===== src/pfp_pkg.sv =====
// Constants for the port function and pull-up select block.
// Assumes an AXI4-Lite master with 32-bit data and a 250 MHz core clock.
//
// Summary of operation
// - Upper sixteen bits always read as zero
// - Select bit zero hands pin to GPIO
// - Select bit one hands pin to peripheral
// - Lower sixteen bits read back last write
// - Bit n of a port drives pin n
// - Port 0 select resets 0x001F, others zero
// - Absent pins: software writes only reset value
// - Port 4 pins 6 to 9 ignored here
// - Port 0 bits 4:0 survive deep standby
// - CEC pin bits survive while routing active
// - Pull-up per port except port 8; port 0 resets 0x001F
// - Pull-up bit one connects resistor on inputs
// - Pull-up drops one cycle after a pin starts driving
package pfp_pkg;

  // ==========================================================
  // Register map
  localparam logic [11:0] PFP_FS_BASE      = 12'h000;  // Function-select bank
  localparam logic [11:0] PFP_PU_BASE      = 12'h040;  // Pull-up bank
  localparam int          PFP_BANK_LSB     = 6;        // Bank selector low bit
  localparam int          PFP_IDX_LSB      = 2;        // Port index low bit
  localparam logic [5:0]  PFP_BANK_FS      = 6'h00;
  localparam logic [5:0]  PFP_BANK_PU      = 6'h01;

  // ==========================================================
  // Reset values and fixed masks
  localparam logic [15:0] PFP_P0_RST       = 16'h001F;  // Debug port pins
  localparam logic [15:0] PFP_PX_RST       = 16'h0000;
  localparam logic [15:0] PFP_P0_KEEP      = 16'h001F;  // Kept over deep standby
  localparam int          PFP_VB_PORT      = 4;
  localparam logic [15:0] PFP_VB_MASK      = 16'h03C0;  // Pins 6..9, backup domain
  localparam int          PFP_NO_PU_PORT   = 8;
  localparam logic [15:0] PFP_RSV_ZERO     = 16'h0000;
  localparam logic [1:0]  PFP_ROUTE_OFF    = 2'h0;

  // ==========================================================
  // Bus responses and timing
  localparam logic [1:0]  PFP_RESP_OKAY    = 2'h0;
  localparam logic [1:0]  PFP_RESP_DECERR  = 2'h3;
  localparam int          PFP_CLK_NS       = 4;

endpackage : pfp_pkg


===== src/pfp_port_config.sv =====
// Port function select and pull-up enable registers, one pair per port; port 8 has no pull-up register.
// Assumes AXI4-Lite software access, a deep standby reset pulse from the
// power controller, and pads that report which pins currently drive.
//
// The register offsets and register access over AXI4-Lite are this design's own decisions.
`timescale 1ns/1ns
`default_nettype none

module pfp_port_config #(
  parameter int          NPORT         = 16,
  parameter int          PINS          = 16,
  parameter int          CEC_PORT      = 0,        // Port holding CEC pins
  parameter logic [15:0] CEC_PIN_MASK  = 16'h0000, // CEC pin positions
  parameter logic        CEC_RETAIN_EN = 1'b0      // Product keeps CEC bits
) (
  input  wire logic                   core_clk,
  input  wire logic                   rst_n,
  input  wire logic                   dstby_reset,
  input  wire logic [1:0]             cec_pin_route_field_a,
  input  wire logic [1:0]             cec_pin_route_field_b,
  input  wire logic [NPORT*PINS-1:0]  pin_output_active,
  input  wire logic [11:0]            s_axi_awaddr,
  input  wire logic                   s_axi_awvalid,
  output var  logic                   s_axi_awready,
  input  wire logic [31:0]            s_axi_wdata,
  input  wire logic [3:0]             s_axi_wstrb,
  input  wire logic                   s_axi_wvalid,
  output var  logic                   s_axi_wready,
  output var  logic [1:0]             s_axi_bresp,
  output var  logic                   s_axi_bvalid,
  input  wire logic                   s_axi_bready,
  input  wire logic [11:0]            s_axi_araddr,
  input  wire logic                   s_axi_arvalid,
  output var  logic                   s_axi_arready,
  output var  logic [31:0]            s_axi_rdata,
  output var  logic [1:0]             s_axi_rresp,
  output var  logic                   s_axi_rvalid,
  input  wire logic                   s_axi_rready,
  output var  logic [NPORT*PINS-1:0]  pin_function_select,
  output var  logic [NPORT*PINS-1:0]  pin_gpio_select,
  output var  logic [NPORT*PINS-1:0]  pin_pullup_enable
);

  // ==========================================================
  // Write channel holding registers
  logic [11:0]            awaddr_r;
  logic                   aw_held_r;
  logic [31:0]            wdata_r;
  logic [3:0]             wstrb_r;
  logic                   w_held_r;
  logic [PINS-1:0]        fs_r [NPORT];
  logic [PINS-1:0]        pu_w [NPORT];
  logic [NPORT*PINS-1:0]  fs_eff;
  logic [NPORT*PINS-1:0]  pu_flat;
  logic [NPORT*PINS-1:0]  vb_flat;
  logic [NPORT-1:0]       wr_fs_en;
  logic [NPORT-1:0]       wr_pu_en;

  // Handshake and decode terms
  wire             aw_hs    = s_axi_awvalid & s_axi_awready;
  wire             w_hs     = s_axi_wvalid & s_axi_wready;
  wire             ar_hs    = s_axi_arvalid & s_axi_arready;
  wire             do_wr    = aw_held_r & w_held_r & ~s_axi_bvalid;
  wire [5:0]       wr_bank  = awaddr_r[11:pfp_pkg::PFP_BANK_LSB];
  wire [3:0]       wr_idx   = awaddr_r[pfp_pkg::PFP_BANK_LSB-1:pfp_pkg::PFP_IDX_LSB];
  wire             wr_fs    = (wr_bank == pfp_pkg::PFP_BANK_FS);
  wire             wr_pu    = (wr_bank == pfp_pkg::PFP_BANK_PU);
  wire [PINS-1:0]  wr_mask  = {{8{wstrb_r[1]}}, {8{wstrb_r[0]}}};
  wire [5:0]       rd_bank  = s_axi_araddr[11:pfp_pkg::PFP_BANK_LSB];
  wire [3:0]       rd_idx   = s_axi_araddr[pfp_pkg::PFP_BANK_LSB-1:pfp_pkg::PFP_IDX_LSB];
  wire             rd_fs    = (rd_bank == pfp_pkg::PFP_BANK_FS);
  wire             rd_pu    = (rd_bank == pfp_pkg::PFP_BANK_PU);
  wire             cec_on   = CEC_RETAIN_EN &
                              ((cec_pin_route_field_a != pfp_pkg::PFP_ROUTE_OFF) |
                               (cec_pin_route_field_b != pfp_pkg::PFP_ROUTE_OFF));

  // Read word; reserved half always zero
  wire [PINS-1:0]  rd_low   = rd_fs ? fs_r[rd_idx] : (rd_pu ? pu_w[rd_idx] : '0);
  wire [31:0]      rd_word  = {pfp_pkg::PFP_RSV_ZERO, rd_low};
  wire [1:0]       rd_resp  = (rd_fs | rd_pu) ? pfp_pkg::PFP_RESP_OKAY
                                              : pfp_pkg::PFP_RESP_DECERR;
  wire [1:0]       wr_resp  = (wr_fs | wr_pu) ? pfp_pkg::PFP_RESP_OKAY
                                              : pfp_pkg::PFP_RESP_DECERR;

  // ==========================================================
  // AXI4-Lite write address and data capture, either order
  always_ff @(posedge core_clk)
  begin
    if (!rst_n)
    begin
      aw_held_r     <= 1'b0;
      w_held_r      <= 1'b0;
      awaddr_r      <= 12'h000;
      wdata_r       <= 32'h0000_0000;
      wstrb_r       <= 4'h0;
      s_axi_awready <= 1'b1;
      s_axi_wready  <= 1'b1;
    end
    else
    begin
      if (aw_hs)
      begin
        awaddr_r      <= s_axi_awaddr;
        aw_held_r     <= 1'b1;
        s_axi_awready <= 1'b0;
      end
      if (w_hs)
      begin
        wdata_r      <= s_axi_wdata;
        wstrb_r      <= s_axi_wstrb;
        w_held_r     <= 1'b1;
        s_axi_wready <= 1'b0;
      end
      if (s_axi_bvalid & s_axi_bready)
      begin
        aw_held_r     <= 1'b0;
        w_held_r      <= 1'b0;
        s_axi_awready <= 1'b1;
        s_axi_wready  <= 1'b1;
      end
    end
  end

  // Write response, one cycle after both halves are held
  always_ff @(posedge core_clk)
  begin
    if (!rst_n)
    begin
      s_axi_bvalid <= 1'b0;
      s_axi_bresp  <= pfp_pkg::PFP_RESP_OKAY;
    end
    else if (do_wr)
    begin
      s_axi_bvalid <= 1'b1;
      s_axi_bresp  <= wr_resp;
    end
    else if (s_axi_bready)
    begin
      s_axi_bvalid <= 1'b0;
    end
  end

  // ==========================================================
  // Read channel: one cycle from address to data
  always_ff @(posedge core_clk)
  begin
    if (!rst_n)
    begin
      s_axi_arready <= 1'b1;
      s_axi_rvalid  <= 1'b0;
      s_axi_rdata   <= 32'h0000_0000;
      s_axi_rresp   <= pfp_pkg::PFP_RESP_OKAY;
    end
    else if (ar_hs)
    begin
      s_axi_arready <= 1'b0;
      s_axi_rvalid  <= 1'b1;
      s_axi_rdata   <= rd_word;
      s_axi_rresp   <= rd_resp;
    end
    else if (s_axi_rvalid & s_axi_rready)
    begin
      s_axi_arready <= 1'b1;
      s_axi_rvalid  <= 1'b0;
    end
  end

  // ==========================================================
  // Per-port register storage and pin mapping
  genvar p;
  generate
    for (p = 0; p < NPORT; p++)
    begin : g_port
      localparam logic [15:0] RST_V  = (p == 0) ? pfp_pkg::PFP_P0_RST
                                                : pfp_pkg::PFP_PX_RST;
      localparam logic [15:0] KEEP_F = (p == 0) ? pfp_pkg::PFP_P0_KEEP : 16'h0000;
      localparam logic [15:0] CEC_M  = (p == CEC_PORT) ? CEC_PIN_MASK : 16'h0000;
      localparam logic [15:0] VB_M   = (p == pfp_pkg::PFP_VB_PORT) ?
                                       pfp_pkg::PFP_VB_MASK : 16'h0000;
      wire [PINS-1:0] keep = KEEP_F | (cec_on ? CEC_M : 16'h0000);

      assign wr_fs_en[p] = do_wr & wr_fs & (wr_idx == 4'(p));
      assign wr_pu_en[p] = do_wr & wr_pu & (wr_idx == 4'(p));

      // Function select: deep standby clears all but kept bits
      always_ff @(posedge core_clk)
      begin
        if (!rst_n)
          fs_r[p] <= RST_V;
        else if (dstby_reset)
          fs_r[p] <= (fs_r[p] & keep) | (RST_V & ~keep);
        else if (wr_fs_en[p])
          fs_r[p] <= (fs_r[p] & ~wr_mask) | (wdata_r[PINS-1:0] & wr_mask);
      end

      if (p == pfp_pkg::PFP_NO_PU_PORT)
      begin : g_no_pu
        // Slot reads zero, writes land nowhere
        assign pu_w[p] = '0;
      end
      else
      begin : g_pu
        logic [PINS-1:0] pu_r;
        // Pull-up: untouched by deep standby
        always_ff @(posedge core_clk)
        begin
          if (!rst_n)
            pu_r <= RST_V;
          else if (wr_pu_en[p])
            pu_r <= (pu_r & ~wr_mask) | (wdata_r[PINS-1:0] & wr_mask);
        end
        assign pu_w[p] = pu_r;
      end

      // Bit n of the port maps to pin n
      assign fs_eff[p*PINS +: PINS]  = fs_r[p] & ~VB_M;
      assign pu_flat[p*PINS +: PINS] = pu_w[p];
      assign vb_flat[p*PINS +: PINS] = VB_M;
    end
  endgenerate

  // ==========================================================
  // Registered pin controls
  always_ff @(posedge core_clk)
  begin
    if (!rst_n)
    begin
      pin_function_select <= '0;
      pin_gpio_select     <= '0;
      pin_pullup_enable   <= '0;
    end
    else
    begin
      pin_function_select <= fs_eff;
      pin_gpio_select     <= ~fs_eff & ~vb_flat;
      pin_pullup_enable   <= pu_flat & ~pin_output_active
                             & ~vb_flat;
    end
  end
endmodule : pfp_port_config

`default_nettype wire


===== config.mk =====
export PLATFORM = sky130hd
export DESIGN_NAME = pfp_port_config
export DESIGN_NICKNAME = d
export VERILOG_FILES = /design/src/pfp_pkg.sv /design/src/pfp_port_config.sv
export SDC_FILE = /design/constraint.sdc
export NUM_CORES = 2
export LEC_CHECK = 0
export BUFFER_PORTS_ARGS = -buffer_cell sky130_fd_sc_hd__buf_2
export CAP_MARGIN = 20
export CORE_AREA = 2 2 444 446
export DETAILED_ROUTE_END_ITERATION = 12
export DIE_AREA = 0 0 446 448
export PLACE_DENSITY_LB_ADDON = 0.08
export SYNTH_ARGS = -nofsm -noshare
export SYNTH_HDL_FRONTEND = slang
export SYNTH_SLANG_ARGS = --single-unit

===== constraint.sdc =====
create_clock -name core_clk -period 6.3 [get_ports core_clk]
set_input_delay 0.315 -clock core_clk [delete_from_list [all_inputs] [get_ports core_clk]]
set_output_delay 0.315 -clock core_clk [all_outputs]
set_load 0.005 [all_outputs]

==> impl_results.md <==
- Run status: completed
- Slowest cell on crit path: nand2_1
- Routed length per instance: 27.5 um
- Drt pass-1 iters: 7
- Static leakage: 0.0267 uW
- DP HPWL: 162 mm
- Die Y-Extent: 448 um
- Largest net degree at the start of global routing: 188
- Seq/Total Area, Yosys: 59.7%
- CP required: 6.76 ns
- Fmax: 275 MHz
- Worst R2R Start: awaddr_r[11]$_SDFFE_PN0P_
- FILL cells: 20100
- Post-Syn Area per Cell: 11.4 um^2
- Dpl cells: 7508
- Actual slew at the worst max-slew pin: 1.10 ns
- Largest area contributor in the netlist: dfxtp_1
- Routability congestion estimate: 0.804
- Count of mapped cells out of synthesis: 4184
- Top_reg_cell synth: dfxtp_1
- Final setup TNS: 0 ns
- Crit-path cells: dlygate4sd3_1 -> buf_8 -> nor2b_4 -> buf_4 -> nor3b_4 -> buf_4 -> buf_4 -> nand4_2 -> nand2_1
- Setup bufs post-CTS: 0
- CP arrival: 4.10 ns
- Hold_sp: s_axi_bready
- Post-synthesis register bit count: 1289
- Mapped cell area: 0.0475 mm^2
- ANT nets after route: 0
- Vias: 36600
- Post-CTS Resized: 0
- Crit path buffers/inverters: 5
- CTS tree: done
- Share of cells above drive strength 1: 27.5%
- Die ar.: 0.200 mm^2
- Synth warn: 0
- CP Max Fanout: 81
- Antenna violations before repair: 39
- Clock Skews: 0.0378 ns
- Pins Over Slew Limit: 0
- Synth top area share: 43.5%
- Hold Path Class: in -> reg
- I/O Buffers: 1046
- Global route total overflow: 0
- Asr flop ratio synth: 0%
- Wirelength, routed: 223 mm
- CTS sink cnt: 1289
- CTS Hold Bufs: 336
- First-pass GRT wire length: 296 mm
- Worst vdd ir: 0.000252 V
- Htree depth: 4
- Number of DRC markers in iteration 0: 2699
- Clock-pin slew on the worst setup and hold paths: 0.05 ns
- Most frequent cells in the layout: buf_2, dfxtp_1, nand2_1
- Final Hold Viols: 0
- Commonest non-fill, non-tap cell in the layout: buf_2
- Top cells by area, synth: dfxtp_1, edfxtp_1, mux4_2
- Total of max-cap violations: 0
- Final std cells w/o fill: 8123
- # DRC: 0
- Setup violators final: 0
- Slowest stage delay, CP: 0.77 ns
- Design area: 0.0633 mm^2
- CP dominant cell by count: buf_4
- Vias per std cell: 4.51
- Start point of the critical path: rst_n
- Synth unique cells: 53
- Synth-to-Final Area Change: 33.2%
- Worst Setup End Kind: flip-flop
- Row count: 162
- Initial Util: 24.4%
- Startpoint types: input port
- RSZ-0062 raised after global routing: false
- Core Area: 0.195 mm^2
- Post-synth EDFFs: 256
- Setup CP Type: in -> reg
- Area post-placement: 0.0549 mm^2
- Num CTS Buffers: 154
- Number of global-route vias before repair: 35100
- Layout Nets: 5787
- Delay-heaviest family, CP: buffers and inverters
- Max_slew headroom: 25.6%
- PwrDens: 301 mW/mm^2
- I/O pins: 1137
- CTS root buf: clkbuf_16
- Die extent in x: 446 um
- GRT Util Overall: 21.4%
- Clock buffer depth: 3
- Worst-Skew Late Latency: 0.83 ns
- Tmin final: 3.64 ns
- Final critical-path share of the clock period: 57.8%
## layer usage
layer / wire, um / GRT usage [%] / part of all wire, % / vias up
li1: - / - / - / 16900
met3: 11900 / 3.91 / 5.3 / 284
met5: 80 / 0 / 0.036 / -
met1: 88500 / 25.4 / 40 / 18200
met2: 117000 / 39.0 / 52 / 1225
met4: 6130 / 6.03 / 2.7 / 14
## power by group
part           total [uW]  internal (uW)  switching, uW
sequential           8880           8650            225
combinational        1230            552            675
clock                8930           5150           3780
## synth_stat cells, drive strengths merged, types with 2 or more instances
cell type and count:
buf 118, and2b 2, a21oi 256, o211a 2
nand3 27, a22oi 14, a21boi 265, a211oi 14
nand4 24, mux2i 18, o21a 2, and4b 2
nor2b 274, nand2b 258, inv 19, dfxtp 1033
mux2 16, nand4b 3, a31oi 17, edfxtp 256
nor3 2, o22ai 14, nand2 368, and3b 238
a41oi 14, o21ai 266, mux4 112, and2 255
nor2 36, clkbuf 250
## kinds of logic after synthesis
kind of cell / count (synthesis) / share of synthesized area (%)
and+or+nand+nor: 1494 / 19.4
DFF: 1289 / 59.7
AOI/OAI and AO/OA: 867 / 11.0
buffers and inverters: 387 / 3.92
muxes: 146 / 6.06
other: 1 / 0.00789
## tightest hold or removal path: stages
cell      delay [ns]
buf_2           0.07
a21boi_0        0.26
o21a_1          0.15
## layout make-up
type	count	area (um^2)	area share, %
sequential	1289	28400	44.8
clock buffer	237	4540	7.17
tap	2542	3180	5.02
multi-input combinational	2551	17500	27.7
timing repair buffer	1444	9160	14.5
inverter	19	71.3	0.113
clock inverter	31	459	0.725
antenna	10	25.0	0.0395
## final timing paths
check,end,slack (ns),cells past startpoint
max,fs_r[7][1]$_SDFFCE_PN0P_,2.66,9
min,aw_held_r$_SDFFE_PP0P_,0.06,3
max reg2reg,fs_r[7][1]$_SDFFCE_PN0P_,2.93,7
min reg2reg,awaddr_r[7]$_SDFFE_PN0P_,0.47,2
## metrics by stage
step / hold slack, ns / total power [uW] / setup WS [ns] / utilization [%]
floorplan: 0.415 / 9490 / 4.08 / -
global placement: 0.460 / 10200 / 2.40 / 28.2
detailed placement: 0.462 / 10200 / 2.43 / 28.2
CTS: 0.00362 / 19400 / 2.73 / 32.5
global route: 0.0396 / 19700 / 2.48 / 32.5
finish: 0.0560 / 19000 / 2.66 / 32.6
No activity file was read; power rests on OpenSTA's default activity.
